==> config.mk <==
export PLATFORM = sky130hd
export DESIGN_NAME = deserializer_lock_output_ctrl
export DESIGN_NICKNAME = d
export VERILOG_FILES = /design/src/common/deser_pkg.sv /design/src/hdl/deserializer_lock_output_ctrl.sv /design/src/hdl/sync_two.sv
export SDC_FILE = /design/constraint.sdc
export NUM_CORES = 1
export LEC_CHECK = 0
export BUFFER_PORTS_ARGS = -buffer_cell sky130_fd_sc_hd__buf_4
export CAP_MARGIN = 20
export CELL_PAD_IN_SITES_DETAIL_PLACEMENT = 0
export CELL_PAD_IN_SITES_GLOBAL_PLACEMENT = 2
export CORE_UTILIZATION = 35
export CTS_CLUSTER_SIZE = 12
export DETAILED_ROUTE_END_ITERATION = 6
export PLACE_DENSITY_LB_ADDON = 0.1
export RECOVER_POWER = 25
export SLEW_MARGIN = 20
export SYNTH_ARGS = -nofsm -noshare
export SYNTH_HDL_FRONTEND = slang
export SYNTH_SLANG_ARGS = --single-unit
==> constraint.sdc <==
create_clock -name hclk -period 3.4 [get_ports hclk]
set_input_delay 0.51 -clock hclk [delete_from_list [all_inputs] [get_ports hclk]]
set_output_delay 0.51 -clock hclk [all_outputs]
set_load 0.1 [all_outputs]
==> src/common/deser_pkg.sv <==
package deser_pkg;

    localparam int         DATA_BITS         = 10;
    localparam int         WORD_BITS         = 12;
    localparam logic [3:0] LAST_BIT          = 4'hb;
    localparam logic [3:0] STROBE_BIT        = 4'h6;
    localparam logic [2:0] LOSS_LIMIT        = 3'h4;
    localparam logic [4:0] RANDOM_LOCK_WORDS = 5'h10;
    localparam logic [4:0] SYNC_LOCK_WORDS   = 5'h02;
    // Five ones then five zeros leave the start bit as the only rising step in the frame,
    // so a stream of sync words can only be framed one way.
    localparam logic [9:0] SYNC_WORD         = 10'h01f;

    localparam int CLK_PERIOD_NS = 100;
    localparam int IDLE_TIME_NS  = 6400;
    // A longest time: rounds down.
    localparam int IDLE_CYCLES   = IDLE_TIME_NS / CLK_PERIOD_NS;

    localparam logic [7:0] ADDR_CTRL       = 8'h00;
    localparam logic [7:0] ADDR_STATUS     = 8'h04;
    localparam logic [7:0] ADDR_DATA       = 8'h08;
    localparam logic [7:0] ADDR_IRQ_STATUS = 8'h0c;
    localparam logic [7:0] ADDR_IRQ_MASK   = 8'h10;
    localparam logic [7:0] ADDR_LOSS_COUNT = 8'h14;

    localparam int CTRL_RANDOM_EN = 0;
    localparam int CTRL_RELOCK    = 1;
    localparam logic CTRL_RANDOM_EN_RESET = 1'b1;

    localparam int ST_LOCKED = 0;
    localparam int ST_AWAKE  = 1;
    localparam int ST_OE     = 2;
    localparam int ST_EDGE   = 3;
    localparam int ST_ACTIVE = 4;
    localparam int ST_FSM_LO = 8;
    localparam int ST_BAD_LO = 12;

    localparam int IRQ_W        = 3;
    localparam int IRQ_ACQUIRED = 0;
    localparam int IRQ_LOST     = 1;
    localparam int IRQ_WORD     = 2;
    localparam logic [2:0] IRQ_MASK_RESET = 3'h0;

    typedef enum logic [1:0] {
        LK_SEARCH  = 2'b00,
        LK_CONFIRM = 2'b01,
        LK_LOCKED  = 2'b11
    } lock_state_t;

endpackage

==> src/hdl/deserializer_lock_output_ctrl.sv <==
`timescale 1ns/100ps

module deserializer_lock_output_ctrl #(
    parameter logic [4:0] RANDOM_WORDS = deser_pkg::RANDOM_LOCK_WORDS,
    parameter logic [4:0] SYNC_WORDS   = deser_pkg::SYNC_LOCK_WORDS,
    parameter logic [2:0] LOSS_WORDS   = deser_pkg::LOSS_LIMIT
) (
    input  wire logic        hclk,
    input  wire logic        hresetn,
    input  wire logic        hsel,
    input  wire logic [31:0] haddr,
    input  wire logic [1:0]  htrans,
    input  wire logic        hwrite,
    input  wire logic [2:0]  hsize,
    input  wire logic [31:0] hwdata,
    input  wire logic        hready,
    output logic             hreadyout,
    output logic             hresp,
    output logic [31:0]      hrdata,
    output logic             irq,
    input  wire logic        link_clock,
    input  wire logic        serial_in_pos,
    input  wire logic        serial_in_neg,
    input  wire logic        sleep_n,
    input  wire logic        out_enable,
    input  wire logic        strobe_rising,
    output logic [9:0]       data_out,
    output logic             data_oe,
    output logic             rclk_out,
    output logic             rclk_oe,
    output logic             lock_n_out,
    output logic             lock_n_oe
);

    ////////////////////////////////////////////////////////////////////////
    // Pin synchronisers.

    logic [2:0] link_s;
    logic [2:0] ctl_s;

    sync_two #(
        .WIDTH (3)
    ) u_link_sync (
        .clk   (hclk),
        .rst_n (hresetn),
        .d     ({link_clock, serial_in_pos, serial_in_neg}),
        .q     (link_s)
    );

    sync_two #(
        .WIDTH (3)
    ) u_ctl_sync (
        .clk   (hclk),
        .rst_n (hresetn),
        .d     ({sleep_n, out_enable, strobe_rising}),
        .q     (ctl_s)
    );

    logic awake;
    logic oe_en;
    logic rise_sel;

    assign awake    = ctl_s[2];
    assign oe_en    = ctl_s[1];
    assign rise_sel = ctl_s[0];

    ////////////////////////////////////////////////////////////////////////
    // Bit sampling on the link clock's rising edge.

    logic        lclk_prev_q;
    logic        bit_stb;
    logic        bit_done_q;
    logic [11:0] sh_q;
    logic [11:0] bad_sh_q;

    always_ff @(posedge hclk or negedge hresetn) begin
        if (!hresetn) begin
            lclk_prev_q <= 1'b0;
        end else begin
            lclk_prev_q <= link_s[2];
        end
    end

    assign bit_stb = link_s[2] & ~lclk_prev_q;

    always_ff @(posedge hclk or negedge hresetn) begin
        if (!hresetn) begin
            bit_done_q <= 1'b0;
        end else begin
            bit_done_q <= bit_stb & awake;
        end
    end

    // Equal levels on both legs mean no valid differential bit.
    always_ff @(posedge hclk or negedge hresetn) begin
        if (!hresetn) begin
            sh_q     <= '0;
            bad_sh_q <= '0;
        end else if (!awake) begin
            sh_q     <= '0;
            bad_sh_q <= '0;
        end else if (bit_stb) begin
            sh_q     <= {sh_q[10:0], link_s[1]};
            bad_sh_q <= {bad_sh_q[10:0], link_s[1] == link_s[0]};
        end
    end

    // Activity detector: link clock edges must keep coming.
    logic [6:0] idle_cnt_q;
    logic       active_q;

    always_ff @(posedge hclk or negedge hresetn) begin
        if (!hresetn) begin
            idle_cnt_q <= '0;
            active_q   <= 1'b0;
        end else if (!awake) begin
            idle_cnt_q <= '0;
            active_q   <= 1'b0;
        end else if (bit_stb) begin
            idle_cnt_q <= '0;
            active_q   <= 1'b1;
        end else if (idle_cnt_q == 7'(deser_pkg::IDLE_CYCLES - 1)) begin
            active_q   <= 1'b0;
        end else begin
            idle_cnt_q <= idle_cnt_q + 7'h01;
        end
    end

    ////////////////////////////////////////////////////////////////////////
    // Word framing and lock tracking.

    logic [9:0] word;
    logic       frame_ok;
    logic       is_sync;

    always_comb begin
        for (int i = 0; i < deser_pkg::DATA_BITS; i++) begin
            word[i] = sh_q[10-i];
        end
    end

    // Start clock bit high, stop clock bit low, no dead bit in the word.
    assign frame_ok = sh_q[11] & ~sh_q[0] & ~|bad_sh_q;
    assign is_sync  = word == deser_pkg::SYNC_WORD;

    deser_pkg::lock_state_t st_q;
    deser_pkg::lock_state_t st_d;
    logic [3:0]             bit_cnt_q;
    logic [3:0]             bit_cnt_d;
    logic [4:0]             good_q;
    logic [4:0]             good_d;
    logic [4:0]             good_inc;
    logic [2:0]             bad_q;
    logic [2:0]             bad_d;
    logic                   word_end;
    logic                   random_en_q;
    logic                   relock_q;

    assign word_end = bit_done_q & (bit_cnt_q == deser_pkg::LAST_BIT);
    assign good_inc = (good_q == 5'h1f) ? good_q : good_q + 5'h01;

    always_comb begin
        st_d      = st_q;
        good_d    = good_q;
        bad_d     = bad_q;
        bit_cnt_d = bit_cnt_q;
        if (bit_done_q) begin
            bit_cnt_d = word_end ? 4'h0 : bit_cnt_q + 4'h1;
            unique case (st_q)
                deser_pkg::LK_SEARCH: begin
                    // Slide one bit at a time until a frame fits.
                    if (frame_ok) begin
                        st_d      = deser_pkg::LK_CONFIRM;
                        bit_cnt_d = 4'h0;
                        good_d    = 5'h01;
                    end
                end
                deser_pkg::LK_CONFIRM: begin
                    if (word_end) begin
                        if (!frame_ok) begin
                            st_d   = deser_pkg::LK_SEARCH;
                            good_d = 5'h00;
                        end else if (is_sync && good_inc >= SYNC_WORDS) begin
                            st_d = deser_pkg::LK_LOCKED;
                        end else if (random_en_q && good_inc >= RANDOM_WORDS) begin
                            st_d = deser_pkg::LK_LOCKED;
                        end else begin
                            good_d = good_inc;
                        end
                        bad_d = 3'h0;
                    end
                end
                deser_pkg::LK_LOCKED: begin
                    if (word_end) begin
                        if (frame_ok) begin
                            bad_d = 3'h0;
                        end else if (bad_q + 3'h1 == LOSS_WORDS) begin
                            st_d   = deser_pkg::LK_SEARCH;
                            good_d = 5'h00;
                            bad_d  = 3'h0;
                        end else begin
                            bad_d = bad_q + 3'h1;
                        end
                    end
                end
                default: begin
                    st_d = deser_pkg::LK_SEARCH;
                end
            endcase
        end
        // Sleep, silence or a software request restart the search.
        if (!awake || !active_q || relock_q) begin
            st_d      = deser_pkg::LK_SEARCH;
            good_d    = 5'h00;
            bad_d     = 3'h0;
            bit_cnt_d = 4'h0;
        end
    end

    always_ff @(posedge hclk or negedge hresetn) begin
        if (!hresetn) begin
            st_q      <= deser_pkg::LK_SEARCH;
            good_q    <= '0;
            bad_q     <= '0;
            bit_cnt_q <= '0;
        end else begin
            st_q      <= st_d;
            good_q    <= good_d;
            bad_q     <= bad_d;
            bit_cnt_q <= bit_cnt_d;
        end
    end

    logic locked;
    logic ev_acq;
    logic ev_lost;
    logic ev_word;

    assign locked  = st_q == deser_pkg::LK_LOCKED;
    assign ev_acq  = !locked && st_d == deser_pkg::LK_LOCKED;
    assign ev_lost = locked && st_d != deser_pkg::LK_LOCKED;
    assign ev_word = locked && word_end;

    ////////////////////////////////////////////////////////////////////////
    // Parallel data and recovered clock.

    logic [9:0] data_q;
    logic       rclk_q;

    // Words that led up to a loss still go out; they may be wrong.
    always_ff @(posedge hclk or negedge hresetn) begin
        if (!hresetn) begin
            data_q <= '0;
        end else if (!awake) begin
            data_q <= '0;
        end else if (ev_word) begin
            data_q <= word;
        end
    end

    // Data change on the unselected edge, so the chosen edge sits mid-word.
    always_ff @(posedge hclk or negedge hresetn) begin
        if (!hresetn) begin
            rclk_q <= 1'b0;
        end else if (!locked) begin
            rclk_q <= 1'b0;
        end else if (ev_word) begin
            rclk_q <= ~rise_sel;
        end else if (bit_done_q && bit_cnt_q == deser_pkg::STROBE_BIT) begin
            rclk_q <= rise_sel;
        end
    end

    assign data_out   = data_q;
    assign rclk_out   = rclk_q;
    assign data_oe    = awake & oe_en & locked;
    assign rclk_oe    = awake & oe_en & locked;
    assign lock_n_out = ~locked;
    assign lock_n_oe  = awake;

    ////////////////////////////////////////////////////////////////////////
    // AHB-Lite slave: zero wait states, always OKAY.

    logic       addr_ph;
    logic       wr_pend_q;
    logic [7:0] wr_addr_q;
    logic [31:0] rd_d;
    logic [31:0] rdata_q;
    logic       wr_ctrl;
    logic       wr_irq;
    logic       wr_mask;
    logic       wr_loss;

    assign addr_ph   = hsel & htrans[1] & hready;
    assign hreadyout = 1'b1;
    assign hresp     = 1'b0;
    assign hrdata    = rdata_q;

    always_ff @(posedge hclk or negedge hresetn) begin
        if (!hresetn) begin
            wr_pend_q <= 1'b0;
            wr_addr_q <= '0;
        end else if (hready) begin
            wr_pend_q <= addr_ph & hwrite;
            wr_addr_q <= haddr[7:0];
        end
    end

    assign wr_ctrl = wr_pend_q && wr_addr_q == deser_pkg::ADDR_CTRL;
    assign wr_irq  = wr_pend_q && wr_addr_q == deser_pkg::ADDR_IRQ_STATUS;
    assign wr_mask = wr_pend_q && wr_addr_q == deser_pkg::ADDR_IRQ_MASK;
    assign wr_loss = wr_pend_q && wr_addr_q == deser_pkg::ADDR_LOSS_COUNT;

    // The relock bit is a one-cycle command; it never reads back as one.
    always_ff @(posedge hclk or negedge hresetn) begin
        if (!hresetn) begin
            random_en_q <= deser_pkg::CTRL_RANDOM_EN_RESET;
            relock_q    <= 1'b0;
        end else begin
            relock_q <= wr_ctrl & hwdata[deser_pkg::CTRL_RELOCK];
            if (wr_ctrl) begin
                random_en_q <= hwdata[deser_pkg::CTRL_RANDOM_EN];
            end
        end
    end

    ////////////////////////////////////////////////////////////////////////
    // Interrupts and loss counter.

    logic [2:0] irq_st_q;
    logic [2:0] irq_mask_q;
    logic [2:0] irq_ev;
    logic [2:0] irq_clr;
    logic [7:0] loss_cnt_q;

    always_comb begin
        irq_ev = '0;
        irq_ev[deser_pkg::IRQ_ACQUIRED] = ev_acq;
        irq_ev[deser_pkg::IRQ_LOST]     = ev_lost;
        irq_ev[deser_pkg::IRQ_WORD]     = ev_word;
    end

    assign irq_clr = wr_irq ? hwdata[2:0] : 3'h0;

    // A new event in the clearing cycle keeps its bit set.
    always_ff @(posedge hclk or negedge hresetn) begin
        if (!hresetn) begin
            irq_st_q <= '0;
        end else begin
            irq_st_q <= (irq_st_q & ~irq_clr) | irq_ev;
        end
    end

    always_ff @(posedge hclk or negedge hresetn) begin
        if (!hresetn) begin
            irq_mask_q <= deser_pkg::IRQ_MASK_RESET;
        end else if (wr_mask) begin
            irq_mask_q <= hwdata[2:0];
        end
    end

    assign irq = |(irq_st_q & irq_mask_q);

    // Saturates; a write clears it, and a loss in that cycle counts one.
    always_ff @(posedge hclk or negedge hresetn) begin
        if (!hresetn) begin
            loss_cnt_q <= '0;
        end else if (wr_loss) begin
            loss_cnt_q <= {7'h00, ev_lost};
        end else if (ev_lost && loss_cnt_q != 8'hff) begin
            loss_cnt_q <= loss_cnt_q + 8'h01;
        end
    end

    ////////////////////////////////////////////////////////////////////////
    // Read data, taken in the address phase.

    always_comb begin
        rd_d = '0;
        unique case (haddr[7:0])
            deser_pkg::ADDR_CTRL: begin
                rd_d[deser_pkg::CTRL_RANDOM_EN] = random_en_q;
            end
            deser_pkg::ADDR_STATUS: begin
                rd_d[deser_pkg::ST_LOCKED] = locked;
                rd_d[deser_pkg::ST_AWAKE]  = awake;
                rd_d[deser_pkg::ST_OE]     = oe_en;
                rd_d[deser_pkg::ST_EDGE]   = rise_sel;
                rd_d[deser_pkg::ST_ACTIVE] = active_q;
                rd_d[deser_pkg::ST_FSM_LO +: 2] = st_q;
                rd_d[deser_pkg::ST_BAD_LO +: 3] = bad_q;
            end
            deser_pkg::ADDR_DATA: begin
                rd_d[9:0] = data_q;
            end
            deser_pkg::ADDR_IRQ_STATUS: begin
                rd_d[2:0] = irq_st_q;
            end
            deser_pkg::ADDR_IRQ_MASK: begin
                rd_d[2:0] = irq_mask_q;
            end
            deser_pkg::ADDR_LOSS_COUNT: begin
                rd_d[7:0] = loss_cnt_q;
            end
            default: begin
                rd_d = '0;
            end
        endcase
    end

    always_ff @(posedge hclk or negedge hresetn) begin
        if (!hresetn) begin
            rdata_q <= '0;
        end else if (addr_ph && !hwrite) begin
            rdata_q <= rd_d;
        end
    end

endmodule // deserializer_lock_output_ctrl

==> src/hdl/sync_two.sv <==
`timescale 1ns/100ps

module sync_two #(
    parameter int WIDTH = 1
) (
    input  wire logic             clk,
    input  wire logic             rst_n,
    input  wire logic [WIDTH-1:0] d,
    output logic      [WIDTH-1:0] q
);

    logic [WIDTH-1:0] meta_q;

    // The first stage feeds the second stage and nothing else.
    always_ff @(posedge clk or negedge rst_n) begin
        if (!rst_n) begin
            meta_q <= '0;
            q      <= '0;
        end else begin
            meta_q <= d;
            q      <= meta_q;
        end
    end

endmodule // sync_two

==> metrics.cfg <==
[floorplan]
die_w_um = 125
rows = 44
io_pins = 130
die_area_um2 = 15500
coreArea_um2 = 14600
start_util = 0.361
die_y_um = 125

[synthesis]
ys_ff_latch = 109
async_flop_share = 1.00
ys_warn_count = 0
netlist_area_um2 = 5270
synth_most_common_cell = nand2_1
seq_area_frac_synth = 0.518
synthDistinctLibCells = 60
synthTopCellsByCount = nand2_1, dfrtp_1, a21boi_0
synth_top_cell_by_area = dfrtp_1
syn_avg_cell_area_um2 = 9.89
synth_top_area_frac = 0.513
synthTopCellsByArea = dfrtp_1, nand2_1, a21boi_0
synth_edf_count = 0
syn_inst = 533
ys_dominant_reg_cell = dfrtp_1

[cts]
clock_sinks = 109
cts_root_buf = clkbuf_16
postCtsSetupRepairBufs = 0
ctsHoldBuffers = 0
htree_levels = 3
clkTransAtPathRegs_ps = 80
clock_latency_ps = 360
numCtsBuffers = 9
cts-resized-gates = 0
clk_path_buf_depth = 2
cts_tree = built

[flow_run]
max-cap-violations = 0

[global_routing]
grt_max_degree = 60
grt_pass1_vias = 3767
grt.total_usage = 0.165
antenna_found_initial = 0
grt_pass1_wl_um = 20200
grt_remaining_overflow = 0

[detailed_routing]
top_layer = met4
drt_first_iter_violations = 253
wl_per_cell_um = 16.0
postRouteWirelength_um = 12200
wl_met2_um = 5600
firstDrtPassIters = 4
route.detailed.drc = 0
vias = 3830
viasPerCell = 5.03
route.met3.wl_um = 386
wl_met1_um = 6040
ant_nets = 0

[worst_setup_path]
crit_buf_inv = 0
cp_slowest_stage_delay_ps = 530
arrival_ps = 2660
endpoint_kind = register
cp_cell_sequence = ha_1 > and4b_1 > nand2_1 > o32ai_4 > nand4_1 > xor2_1 > nor2_1
startpoint_type = register
crit_fanout = 11
critPathKind = register to register
crit_slowest_cell = o32ai_4
required_ps = 3630
critical-path-top-delay-family = simple AND/OR/NAND/NOR gates

[sta]
fin_tns_setup_ps = 0
final-setup-viol-count = 0
fin_skew_ps = 7.27
rsz0062_at_grt = no
drv_slew = 0
post-route-period-util = 0.714
tightest_slew_ps = 1350
max_freq_mhz = 412
hold_violations = 0
max_slew_margin = 0.100
finalCriticalPeriod_ps = 2430
timing.hold.ws_ps = 276

[cells_and_area]
num_antenna_cells = 0
drive_gt1_frac = 0.175
nets = 660
area_growth_pct = 14.3
stdcell_count = 762

[placed_design]
io_buffers = 51
place_hpwl_um = 8680
place_congestion = 0.793
dp.cells = 745

[power]
power.density_nw_per_um2 = 434
total_power_w = 0.00261
p_leak_nw = 2.64
ir_worst_vdd_mv = 0.283

[status]
outcome = finished, final reports clean

[worst_hold_path]
min_path_type = input port to register

cell type report:
type | instances | area (um^2)
clock buffers | 10 | 229
clock inverters | 6 | 55.1
fillers | 1455 | 8560
inverters | 12 | 45.0
multi-input cells | 385 | 2300
flip-flops and latches | 109 | 2730
well taps | 184 | 230
repair buffers | 56 | 434
sequential cells by signal, indices dropped and copies added, names as in the netlist, 4 cells and up:
| register | flops |
|---|---|
| data_out | 10 |
| idle_cnt_q | 7 |
| sh_q | 12 |
| bad_sh_q | 12 |
| loss_cnt_q | 8 |
| bit_cnt_q | 4 |
| hrdata | 13 |
| good_q | 5 |
| wr_addr_q | 8 |
routing by layer:
metal  up-vias  track usage
li1       1894            -
met2        65        0.263
met5         -            0
met4         0       0.0489
met3        11       0.0357
met1      1860        0.226
path summary, 6_finish.rpt:
kind,startpoint,to,slack (ps),cells past startpoint
max reg2reg,bit_cnt_q[0],loss_cnt_q[6],970,7
max,bit_cnt_q[0],loss_cnt_q[6],970,7
max in group asynchronous,hresetn,random_en_q,1980,2
min in group asynchronous,hresetn,bit_cnt_q[1],430,1
min,serial_in_neg,u_link_sync.meta_q[0],280,1
min reg2reg,u_ctl_sync.meta_q[0],u_ctl_sync.q[0],350,0
per-stage QoR:
stage | worst slack [ps] | area [um^2] | util
after global placement | 977 | 5730 | 0.393
after detailed placement | 969 | 5730 | 0.393
after CTS | 940 | 6020 | 0.412
after global routing | 761 | 6020 | 0.413
final | 972 | 6020 | 0.413
after floorplan | 161 | 5340 | -
cell families after synthesis:
kind of cell    count (synthesis)  synth area share
flops                         109             0.518
other cells                     2           0.00143
mux                            18            0.0380
fa+ha+maj                       7            0.0166
simple gates                  221             0.207
buf+inv                        58            0.0587
compound gates                106             0.141
xor+xnor                       12            0.0199
placed cells by master (no fill, tap or decap), types with 4 or more instances in the layout:
cell | Yosys | layout
nand2_1 | 112 | 112
dfrtp_1 | 108 | 108
buf_4 | 23 | 47
a21boi_0 | 35 | 35
nor2_1 | 29 | 29
o21ai_0 | 24 | 24
conb_1 | 2 | 21
a21oi_1 | 15 | 15
nand3_1 | 15 | 15
mux2_2 | 14 | 14
inv_1 | 12 | 12
nor3_1 | 11 | 11
xor2_1 | 10 | 10
clkbuf_16 | 0 | 9
nand4_1 | 7 | 7
and3_1 | 7 | 7
ha_1 | 7 | 7
clkbuf_4 | 0 | 6
a31oi_1 | 5 | 5
a222oi_1 | 5 | 5
a22oi_1 | 5 | 5
nor4_2 | 4 | 4
and2_1 | 4 | 4
nand4b_1 | 4 | 4
where the power goes:
group / switching, W / leakage (nW) / internal [W]
Sequential: 0.0000203 / 1.46 / 0.00132
Clock: 0.000520 / 0.138 / 0.000514
Combinational: 0.000184 / 1.04 / 0.0000538
(Power assumes the default switching activity.)
